$ cat config.mk
export PLATFORM = sky130hd
export DESIGN_NAME = wpc_top
export DESIGN_NICKNAME = d
export VERILOG_FILES = /design/src/hdl/wpc_pkg.sv /design/src/hdl/wpc_top.sv
export SDC_FILE = /design/constraint.sdc
export NUM_CORES = 1
export LEC_CHECK = 0
export BUFFER_PORTS_ARGS = -buffer_cell sky130_fd_sc_hd__buf_4
export CORE_ASPECT_RATIO = 0.9
export CORE_MARGIN = 10
export CORE_UTILIZATION = 50
export DETAILED_ROUTE_END_ITERATION = 10
export PLACE_DENSITY = 0.74
export SYNTH_ARGS = -nofsm -noshare
export SYNTH_HDL_FRONTEND = slang
export SYNTH_SLANG_ARGS = --single-unit
$ cat constraint.sdc
create_clock -name clk_i -period 7.9 [get_ports clk_i]
set_input_delay 0.395 -clock clk_i [delete_from_list [all_inputs] [get_ports clk_i]]
set_output_delay 0.395 -clock clk_i [all_outputs]
set_load 0.01 [all_outputs]
$ cat src/hdl/wpc_pkg.sv
package wpc_pkg;

	// Register offsets: printed offsets are not all multiples of four, so they are indices.
	localparam logic [7:0] IDX_PA_LEVEL   = 8'h21;
	localparam logic [7:0] IDX_PB_LEVEL   = 8'h22;
	localparam logic [7:0] IDX_PC_LEVEL   = 8'h23;
	localparam logic [7:0] IDX_PD_LEVEL   = 8'h24;
	localparam logic [7:0] IDX_PE_LEVEL   = 8'h25;
	localparam logic [7:0] IDX_SRC_EN     = 8'h26;
	localparam logic [7:0] IDX_PA_ENABLE  = 8'h27;
	localparam logic [7:0] IDX_PB_ENABLE  = 8'h28;
	localparam logic [7:0] IDX_PC_ENABLE  = 8'h29;
	localparam logic [7:0] IDX_PD_ENABLE  = 8'h2a;
	localparam logic [7:0] IDX_PE_ENABLE  = 8'h2b;
	localparam logic [7:0] IDX_CAUSE      = 8'h44;
	localparam logic [7:0] IDX_DIG_WAKE   = 8'h6e;
	localparam logic [7:0] IDX_PWR_DOWN_A = 8'h05;
	localparam logic [7:0] IDX_PWR_DOWN_B = 8'h06;
	localparam logic [7:0] IDX_MODE       = 8'h50;

	// Reset values.
	localparam logic [7:0] RST_ZERO       = 8'h00;
	localparam logic [7:0] RST_PWR_DOWN_A = 8'he0;
	localparam logic [7:0] RST_PWR_DOWN_B = 8'hdf;

	// Field positions.
	localparam int SRC_IO_BIT     = 4;
	localparam int SRC_DIG_BIT    = 5;
	localparam int SRC_TIMER_BIT  = 6;
	localparam int CAUSE_TIMER    = 1;
	localparam int CAUSE_DIG      = 2;
	localparam int CAUSE_IO       = 3;
	localparam int DW_I2C         = 0;
	localparam int DW_SPI         = 1;
	localparam int DW_USB         = 2;
	localparam int DW_GPIO        = 3;
	localparam int DW_SYNC_I2C    = 4;
	localparam int DW_REMOTE      = 5;
	localparam int DW_RESUME      = 6;
	localparam int DW_RESET       = 7;
	localparam int PDA_ANA_LDO    = 4;
	localparam int PDA_BBPLL_LDO  = 7;
	localparam int PDB_ADC        = 0;
	localparam int PDB_LNA_LDO    = 1;
	localparam int NUM_PINS       = 36;

	// Timing: length of the USB resume drive.
	localparam int RESUME_US      = 1000;
	localparam int CLK_MHZ        = 50;
	localparam int RESUME_CYCLES  = RESUME_US * CLK_MHZ;

	// Power modes.
	typedef enum logic [1:0] {
		WPC_ACTIVE  = 2'b00,
		WPC_SUSPEND = 2'b01,
		WPC_DEEP    = 2'b10
	} wpc_mode_t;

	// Signals that leave toward the analog modules.
	typedef struct packed {
		logic [7:0] pwr_down_a;
		logic [7:0] pwr_down_b;
		logic       core_ldo_off;
		logic       boost_converter_off;
	} wpc_power_t;

	// Wake outcome toward the system.
	typedef struct packed {
		logic wake;
		logic reset_on_wake;
	} wpc_wake_t;

endpackage : wpc_pkg

$ cat src/hdl/wpc_top.sv
`timescale 1ns/10ps
module wpc_top #(
	parameter int RESUME_LEN = wpc_pkg::RESUME_CYCLES
) (
	input  wire logic                          clk_i,
	input  wire logic                          rst_i,
	input  wire logic                          hsel_i,
	input  wire logic [31:0]                   haddr_i,
	input  wire logic [1:0]                    htrans_i,
	input  wire logic                          hwrite_i,
	input  wire logic [2:0]                    hsize_i,
	input  wire logic [31:0]                   hwdata_i,
	input  wire logic                          hready_i,
	output logic      [31:0]                   hrdata_o,
	output logic                               hreadyout_o,
	output logic                               hresp_o,
	input  wire logic [wpc_pkg::NUM_PINS-1:0]  wake_pins_i,
	input  wire logic                          usb_resume_i,
	input  wire logic                          timer_expired_i,
	input  wire logic                          host_wake_i2c_i,
	input  wire logic                          host_wake_spi_i,
	input  wire logic                          host_wake_sync_i2c_i,
	input  wire logic                          gpio_wake_i,
	output logic                               usb_resume_drive_o,
	output logic                               remote_wake_en_o,
	output wpc_pkg::wpc_power_t                power_o,
	output wpc_pkg::wpc_wake_t                 wake_o,
	output wpc_pkg::wpc_mode_t                 mode_o
);
	import wpc_pkg::*;

	logic [7:0]          level_reg [5];
	logic [7:0]          pin_en_reg [5];
	logic [7:0]          src_en_reg;
	logic [7:0]          cause_reg;
	logic [7:0]          dig_reg;
	logic [7:0]          pda_reg;
	logic [7:0]          pdb_reg;
	wpc_mode_t           mode_reg;
	logic                wr_pend_reg;
	logic                rd_pend_reg;
	logic [7:0]          idx_reg;
	logic [31:0]         rdata_reg;
	logic [NUM_PINS-1:0] pin_s1_reg;
	logic [NUM_PINS-1:0] pin_s2_reg;
	logic [4:0]          ext_s1_reg;
	logic [4:0]          ext_s2_reg;
	logic [31:0]         resume_cnt_reg;
	logic                wake_reg;
	logic [NUM_PINS-1:0] pin_level;
	logic [NUM_PINS-1:0] pin_en;
	logic [NUM_PINS-1:0] pin_hit;
	logic                io_wake;
	logic                timer_wake;
	logic                usb_wake;
	logic                dig_wake;
	logic                wake_next;
	logic                addr_phase;
	logic [7:0]          idx_next;
	logic [7:0]          rd_next;

	// Address phase of a valid transfer.
	assign addr_phase = hsel_i & hready_i & htrans_i[1];
	assign idx_next   = haddr_i[9:2];

	// AHB bus: zero wait states, always OKAY.
	assign hreadyout_o = 1'b1;
	assign hresp_o     = 1'b0;
	assign hrdata_o    = rdata_reg;

	// Address phase capture.
	always_ff @(posedge clk_i or posedge rst_i) begin
		if (rst_i) begin
			wr_pend_reg <= 1'b0;
			rd_pend_reg <= 1'b0;
			idx_reg     <= RST_ZERO;
		end else begin
			wr_pend_reg <= addr_phase & hwrite_i;
			rd_pend_reg <= addr_phase & ~hwrite_i;
			idx_reg     <= idx_next;
		end
	end

	// Read multiplexer; unmapped indices read zero.
	always_comb begin
		rd_next = RST_ZERO;
		case (idx_next)
			IDX_PA_LEVEL:   rd_next = level_reg[0];
			IDX_PB_LEVEL:   rd_next = level_reg[1];
			IDX_PC_LEVEL:   rd_next = level_reg[2];
			IDX_PD_LEVEL:   rd_next = level_reg[3];
			IDX_PE_LEVEL:   rd_next = {4'h0, level_reg[4][3:0]};
			IDX_SRC_EN:     rd_next = src_en_reg;
			IDX_PA_ENABLE:  rd_next = pin_en_reg[0];
			IDX_PB_ENABLE:  rd_next = pin_en_reg[1];
			IDX_PC_ENABLE:  rd_next = pin_en_reg[2];
			IDX_PD_ENABLE:  rd_next = pin_en_reg[3];
			IDX_PE_ENABLE:  rd_next = {4'h0, pin_en_reg[4][3:0]};
			IDX_CAUSE:      rd_next = cause_reg;
			IDX_DIG_WAKE:   rd_next = dig_reg;
			IDX_PWR_DOWN_A: rd_next = pda_reg;
			IDX_PWR_DOWN_B: rd_next = pdb_reg;
			IDX_MODE:       rd_next = {6'h00, mode_reg};
			default:        rd_next = RST_ZERO;
		endcase
	end

	// Read data registered at the address phase, valid in the data phase.
	always_ff @(posedge clk_i or posedge rst_i) begin
		if (rst_i) begin
			rdata_reg <= 32'h0000_0000;
		end else if (addr_phase & ~hwrite_i) begin
			rdata_reg <= {24'h00_0000, rd_next};
		end
	end

	always_ff @(posedge clk_i or posedge rst_i) begin
		if (rst_i) begin
			for (int i = 0; i < 5; i++) begin
				level_reg[i]  <= RST_ZERO;
				pin_en_reg[i] <= RST_ZERO;
			end
		end else if (wr_pend_reg) begin
			for (int i = 0; i < 5; i++) begin
				if (idx_reg == IDX_PA_LEVEL + 8'(i)) begin
					level_reg[i] <= (i == 4) ? {4'h0, hwdata_i[3:0]} : hwdata_i[7:0];
				end
				if (idx_reg == IDX_PA_ENABLE + 8'(i)) begin
					pin_en_reg[i] <= (i == 4) ? {4'h0, hwdata_i[3:0]} : hwdata_i[7:0];
				end
			end
		end
	end

	// Source enables and the digital wake control.
	always_ff @(posedge clk_i or posedge rst_i) begin
		if (rst_i) begin
			src_en_reg <= RST_ZERO;
			dig_reg    <= RST_ZERO;
		end else if (wr_pend_reg) begin
			if (idx_reg == IDX_SRC_EN) begin
				src_en_reg <= hwdata_i[7:0];
			end
			if (idx_reg == IDX_DIG_WAKE) begin
				dig_reg <= hwdata_i[7:0];
			end
		end
	end

	always_ff @(posedge clk_i or posedge rst_i) begin
		if (rst_i) begin
			pda_reg <= RST_PWR_DOWN_A;
			pdb_reg <= RST_PWR_DOWN_B;
		end else if (wr_pend_reg) begin
			if (idx_reg == IDX_PWR_DOWN_A) begin
				pda_reg <= hwdata_i[7:0];
			end
			if (idx_reg == IDX_PWR_DOWN_B) begin
				pdb_reg <= hwdata_i[7:0];
			end
		end
	end

	// Pin and event synchronisers.
	always_ff @(posedge clk_i or posedge rst_i) begin
		if (rst_i) begin
			pin_s1_reg <= '0;
			pin_s2_reg <= '0;
			ext_s1_reg <= 5'h00;
			ext_s2_reg <= 5'h00;
		end else begin
			pin_s1_reg <= wake_pins_i;
			pin_s2_reg <= pin_s1_reg;
			ext_s1_reg <= {usb_resume_i, timer_expired_i, host_wake_i2c_i,
			               host_wake_spi_i, host_wake_sync_i2c_i};
			ext_s2_reg <= ext_s1_reg;
		end
	end

	genvar g;
	generate
		for (g = 0; g < NUM_PINS; g++) begin : g_pin
			assign pin_level[g] = level_reg[g / 8][g % 8];
			assign pin_en[g]    = pin_en_reg[g / 8][g % 8];
			assign pin_hit[g]   = pin_en[g] & (pin_s2_reg[g] == pin_level[g]);
		end
	endgenerate

	assign io_wake    = src_en_reg[SRC_IO_BIT] & (|pin_hit) & (mode_reg != WPC_ACTIVE);
	assign timer_wake = src_en_reg[SRC_TIMER_BIT] & ext_s2_reg[3] & (mode_reg != WPC_ACTIVE);
	assign usb_wake   = dig_reg[DW_USB] & src_en_reg[SRC_DIG_BIT] & ext_s2_reg[4]
	                  & (mode_reg == WPC_SUSPEND);
	assign dig_wake   = usb_wake | ((src_en_reg[SRC_DIG_BIT] & (mode_reg == WPC_SUSPEND))
	                  & ((dig_reg[DW_I2C] & ext_s2_reg[2]) | (dig_reg[DW_SPI] & ext_s2_reg[1])
	                  | (dig_reg[DW_SYNC_I2C] & ext_s2_reg[0])
	                  | ((dig_reg[DW_GPIO] | dig_reg[DW_REMOTE]) & gpio_wake_i)));
	assign wake_next  = io_wake | timer_wake | dig_wake;
	assign remote_wake_en_o = dig_reg[DW_REMOTE];

	always_ff @(posedge clk_i or posedge rst_i) begin
		if (rst_i) begin
			cause_reg <= RST_ZERO;
		end else begin
			if (wr_pend_reg && idx_reg == IDX_CAUSE) begin
				cause_reg <= (cause_reg & ~hwdata_i[7:0])
				           | {4'h0, io_wake, dig_wake, timer_wake, 1'b0};
			end else begin
				cause_reg <= cause_reg | {4'h0, io_wake, dig_wake, timer_wake, 1'b0};
			end
		end
	end

	// Power mode: software enters sleep, any wake returns to active.
	always_ff @(posedge clk_i or posedge rst_i) begin
		if (rst_i) begin
			mode_reg <= WPC_ACTIVE;
			wake_reg <= 1'b0;
		end else begin
			wake_reg <= wake_next;
			if (wake_next) begin
				mode_reg <= WPC_ACTIVE;
			end else if (wr_pend_reg && idx_reg == IDX_MODE) begin
				case (hwdata_i[1:0])
					2'b01:   mode_reg <= WPC_SUSPEND;
					2'b10:   mode_reg <= WPC_DEEP;
					default: mode_reg <= WPC_ACTIVE;
				endcase
			end
		end
	end

	always_ff @(posedge clk_i or posedge rst_i) begin
		if (rst_i) begin
			resume_cnt_reg <= 32'h0000_0000;
		end else if (wr_pend_reg && idx_reg == IDX_DIG_WAKE && hwdata_i[DW_RESUME]) begin
			resume_cnt_reg <= 32'(RESUME_LEN);
		end else if (resume_cnt_reg != 32'h0000_0000) begin
			resume_cnt_reg <= resume_cnt_reg - 32'h0000_0001;
		end
	end
	assign usb_resume_drive_o = (resume_cnt_reg != 32'h0000_0000);

	assign power_o.pwr_down_a          = pda_reg;
	assign power_o.pwr_down_b          = pdb_reg;
	assign power_o.core_ldo_off        = (mode_reg == WPC_DEEP);
	assign power_o.boost_converter_off = (mode_reg == WPC_DEEP);

	assign wake_o.wake          = wake_reg;
	assign wake_o.reset_on_wake = wake_reg & dig_reg[DW_RESET];
	assign mode_o               = mode_reg;

endmodule // wpc_top

==> results by stage <==
Outcome:
- The flow ran to the end, and the final reports show no timing, DRC or antenna violations.

Critical path:
- The arrival time at the worst endpoint is 3.31 ns.
- The signal on the critical path passes through or4_1 > or3_1 > nor3_4 > nand2_4 > buf_4.
- The critical path startpoint category is a flip-flop.
- The critical path data required time is 7.51 ns.
- The slack of the worst reg-to-reg path is 4.73 ns.
- The critical-path maximum fanout is 33.
- The largest stage delay on the critical path is 0.91 ns.
- STA classifies the critical path endpoint as an output pin.
- The slowest cell on the critical path is nor3_4.
- The critical path is of the flip-flop to output pin type.

Cells and area:
- In the layout the commonest cells are dfrtp_1, mux2_2, buf_4.
- The proportion of layout cells with a drive suffix above 1 is 27.5%.
- The most frequent standard cell in the layout excluding fill and tap cells is dfrtp_1.
- The number of nets in the finished design is 1124.
- Cells fill 60.2% of the core in the end.
- The total inserted antenna cells is 0.
- Counting the fill cells in the layout gives 1724.
- From synthesis to final layout, the design area changed by 19.2%.

Timing:
- The remaining max-slew budget at the tightest pin is 23.7%.
- The number of max-slew violations in the final report came to 0.
- In the finished design, the share of the clock period the worst path needs comes to 46.9%.
- The number of endpoints failing setup at the final stage is 0.
- Counting I/O delays and the setup requirement, the final critical path takes 3.71 ns.
- The aggregate negative setup slack is 0 ns.
- The post-route clock skew is 0.0165 ns.
- The number of hold violations in the final report is 0.
- For this run, the top clock speed supported by timing is 0.270 GHz.
- The actual slew at the worst max-slew pin is 1.13 ns.
- Setup repair after global routing left no endpoint under its margin.

Clock network:
- The clock edge transition at the registers on the reported setup and hold paths is 0.06 ns.
- The clock tree buffer depth is 3.
- The number of clock buffers added by TritonCTS is 26.
- The later pin in the worst-skew pair is clocked with a latency of 0.52 ns.
- The CTS tree is yes.
- The cell sitting at the root of the clock tree is a clkbuf_16.
- In this run the number of H-tree levels came out at 1.
- The clock net in this run drives a total of 246 sinks.

Global route:
- Entering global routing, the biggest net connects 114 pins.
- The first-pass GRT wire length is 44.1 mm.
- The total overflow left after global routing is 0.
- The via count of the first global-routing pass is 7869.
- The number of antenna violations at the first check in global routing is 0.
- The overall fraction of global-route tracks in use is 19.3%.

Logic synthesis:
- The share of flip-flops with an asynchronous set or reset is 100%.
- The flip-flop and latch count after synthesis is 246.
- In this run, synthesis inferred 0 flip-flops with an integrated enable.
- The share of synthesized area occupied by flip-flops and latches is 56.6%.
- The count of cell types in the netlist is 70.
- The mapped netlist covers 10900 µm².
- After technology mapping, the gate count stands at 885.
- The most used flip-flop cell after synthesis is dfrtp_1.
- For this run, the number of Yosys warnings is 0.
- The post-synthesis average cell area is 12.3 µm².

Routing:
- The routed design has 27.4 mm of wire.
- Using the TritonRoute via totals, the vias-per-cell ratio works out to 5.86.
- The overall via count from detail_route is 7717.
- The remaining number of nets flagged by the antenna check after routing is 0.
- Before antenna repair, the detailed router went through 5 iterations.
- The DRC violations left is 0.
- After the first detailed-routing iteration, the DRC count stood at 798.
- After detailed routing, the average wire length per cell comes to 20.8 µm.

Hold path:
- In this run the worst hold path is classified as primary input to flip-flop.

Job:
- The max-cap violation count is 0.

Floorplan:
- The I/O pin total is 174.
- The cell row count is 51.
- The floorplan step defined a die boundary enclosing 28100 µm².
- The starting utilization of the core area is 50.6%.
- The total core area is 21600 µm².
- From bottom edge to top edge, the die measures 160 µm.
- The die is 176 µm wide.

Placed design:
- Buffers placed on the I/O ports in this run total 95.
- The half-perimeter wire length after placement is 18.7 mm.
- The final RePlAce weighted congestion is 0.935.

Power:
- In this run the static leakage power is 5.41 nW.
- The worst voltage drop across the vdd grid is 180 µV.
- In this run the power density over the cells is 219 nW/µm².
## cells in the mapped netlist (6+ instances only)
library cell	count	area, µm²
o31ai_1	11	82.6
inv_1	9	33.8
nand2b_1	11	68.8
mux2i_1	16	160
or4_1	15	113
and3_1	6	37.5
a221oi_1	8	70.1
nor2b_1	11	68.8
nor3_1	15	75.1
dfrtp_1	236	5910
a21boi_0	7	52.6
a22oi_1	34	255
nand3_1	18	90.1
mux2_2	112	1260
a21oi_1	22	110
nor4_1	11	68.8
nand2_1	55	206
nor2_1	26	97.6
buf_4	28	210
and2_1	7	43.8
or3_1	12	75.1
xnor2_1	37	324
a32oi_1	7	61.3
o21ai_0	28	140
nand4_1	8	50.1
clkbuf_1	37	139
dfstp_2	10	263
## report_power, final
| part | total, mW | internal (mW) | switching [mW] |
|---|---|---|---|
| combinational | 0.224 | 0.106 | 0.118 |
| sequential | 1.38 | 1.32 | 0.0526 |
| clock | 1.25 | 0.762 | 0.483 |
## repair_timing
item	CTS	global route
hold buffers	41	0
setup buffers	0	0
hold endpoints to repair	41	0
gates resized for setup	0	0
## per-stage QoR
| step | cell area (µm²) | power, mW | worst slack [ns] | std cells | hold slack [ns] |
|---|---|---|---|---|---|
| 3_5_place_dp | 11700 | 1.60 | 4.74 | 1228 | 0.335 |
| 3_3_place_gp | 11700 | 1.59 | 4.76 | 1228 | 0.334 |
| 4_1_cts | 13000 | 2.87 | 4.19 | 1317 | 0.00463 |
| 5_1_grt | 13000 | 2.95 | 3.97 | 1317 | 0.0133 |
| 2_1_floorplan | 11000 | 1.53 | 0.763 | 909 | 0.331 |
| 6_report | 13000 | 2.84 | 4.19 | 1317 | 0.0196 |
## area by class of cell
cell class	instances	area [µm²]	share of cell area, %
multi-input cells	582	4380	33.7
clock inverters	8	118	0.905
clock buffers	40	764	5.88
repair buffers	141	1160	8.94
flip-flops and latches	246	6170	47.5
inverters	9	41.3	0.318
well taps	291	364	2.80
## worst max-delay path: cells and delay by family, from the launching register on
kind / cells / cell delay, ns
and+or+nand+nor: 4 / 2.19
DFF: 1 / 0.41
buffers and inverters: 1 / 0.19
## routing by layer
layer	up-vias	global-route usage [%]	wire length, µm
li1	3449	-	-
met1	3876	27.1	11900
met2	335	29.2	12400
met3	57	4.62	2430
met4	0	5.70	669
met5	-	0	0
## final timing paths
check / from / end / cells past startpoint
max in group asynchronous: rst_i / pin_s1_reg[4]$_DFF_PP0_ / 3
min: haddr_i[7] / idx_reg[5]$_DFF_PP0_ / 1
max reg2reg: resume_cnt_reg[14]$_DFFE_PP0P_ / resume_cnt_reg[4]$_DFFE_PP0P_ / 5
min in group asynchronous: rst_i / pin_s1_reg[11]$_DFF_PP0_ / 2
min reg2reg: pin_s1_reg[23]$_DFF_PP0_ / pin_s2_reg[23]$_DFF_PP0_ / 0
max: resume_cnt_reg[14]$_DFFE_PP0P_ / usb_resume_drive_o / 5
## logic make-up (layout without fill, tap and decap cells)
family	Yosys count	in the layout	synth area share [%]
muxes	132	132	13.9
DFF	246	246	56.6
other	2	26	0.0689
xor gates and xnor gates	37	37	2.97
AOI/OAI and AO/OA	158	158	10.1
adders and majority gates	2	2	0.229
buffers and inverters	81	198	4.14
and+or+nand+nor	227	227	12.0
(Power assumes the default switching activity.)
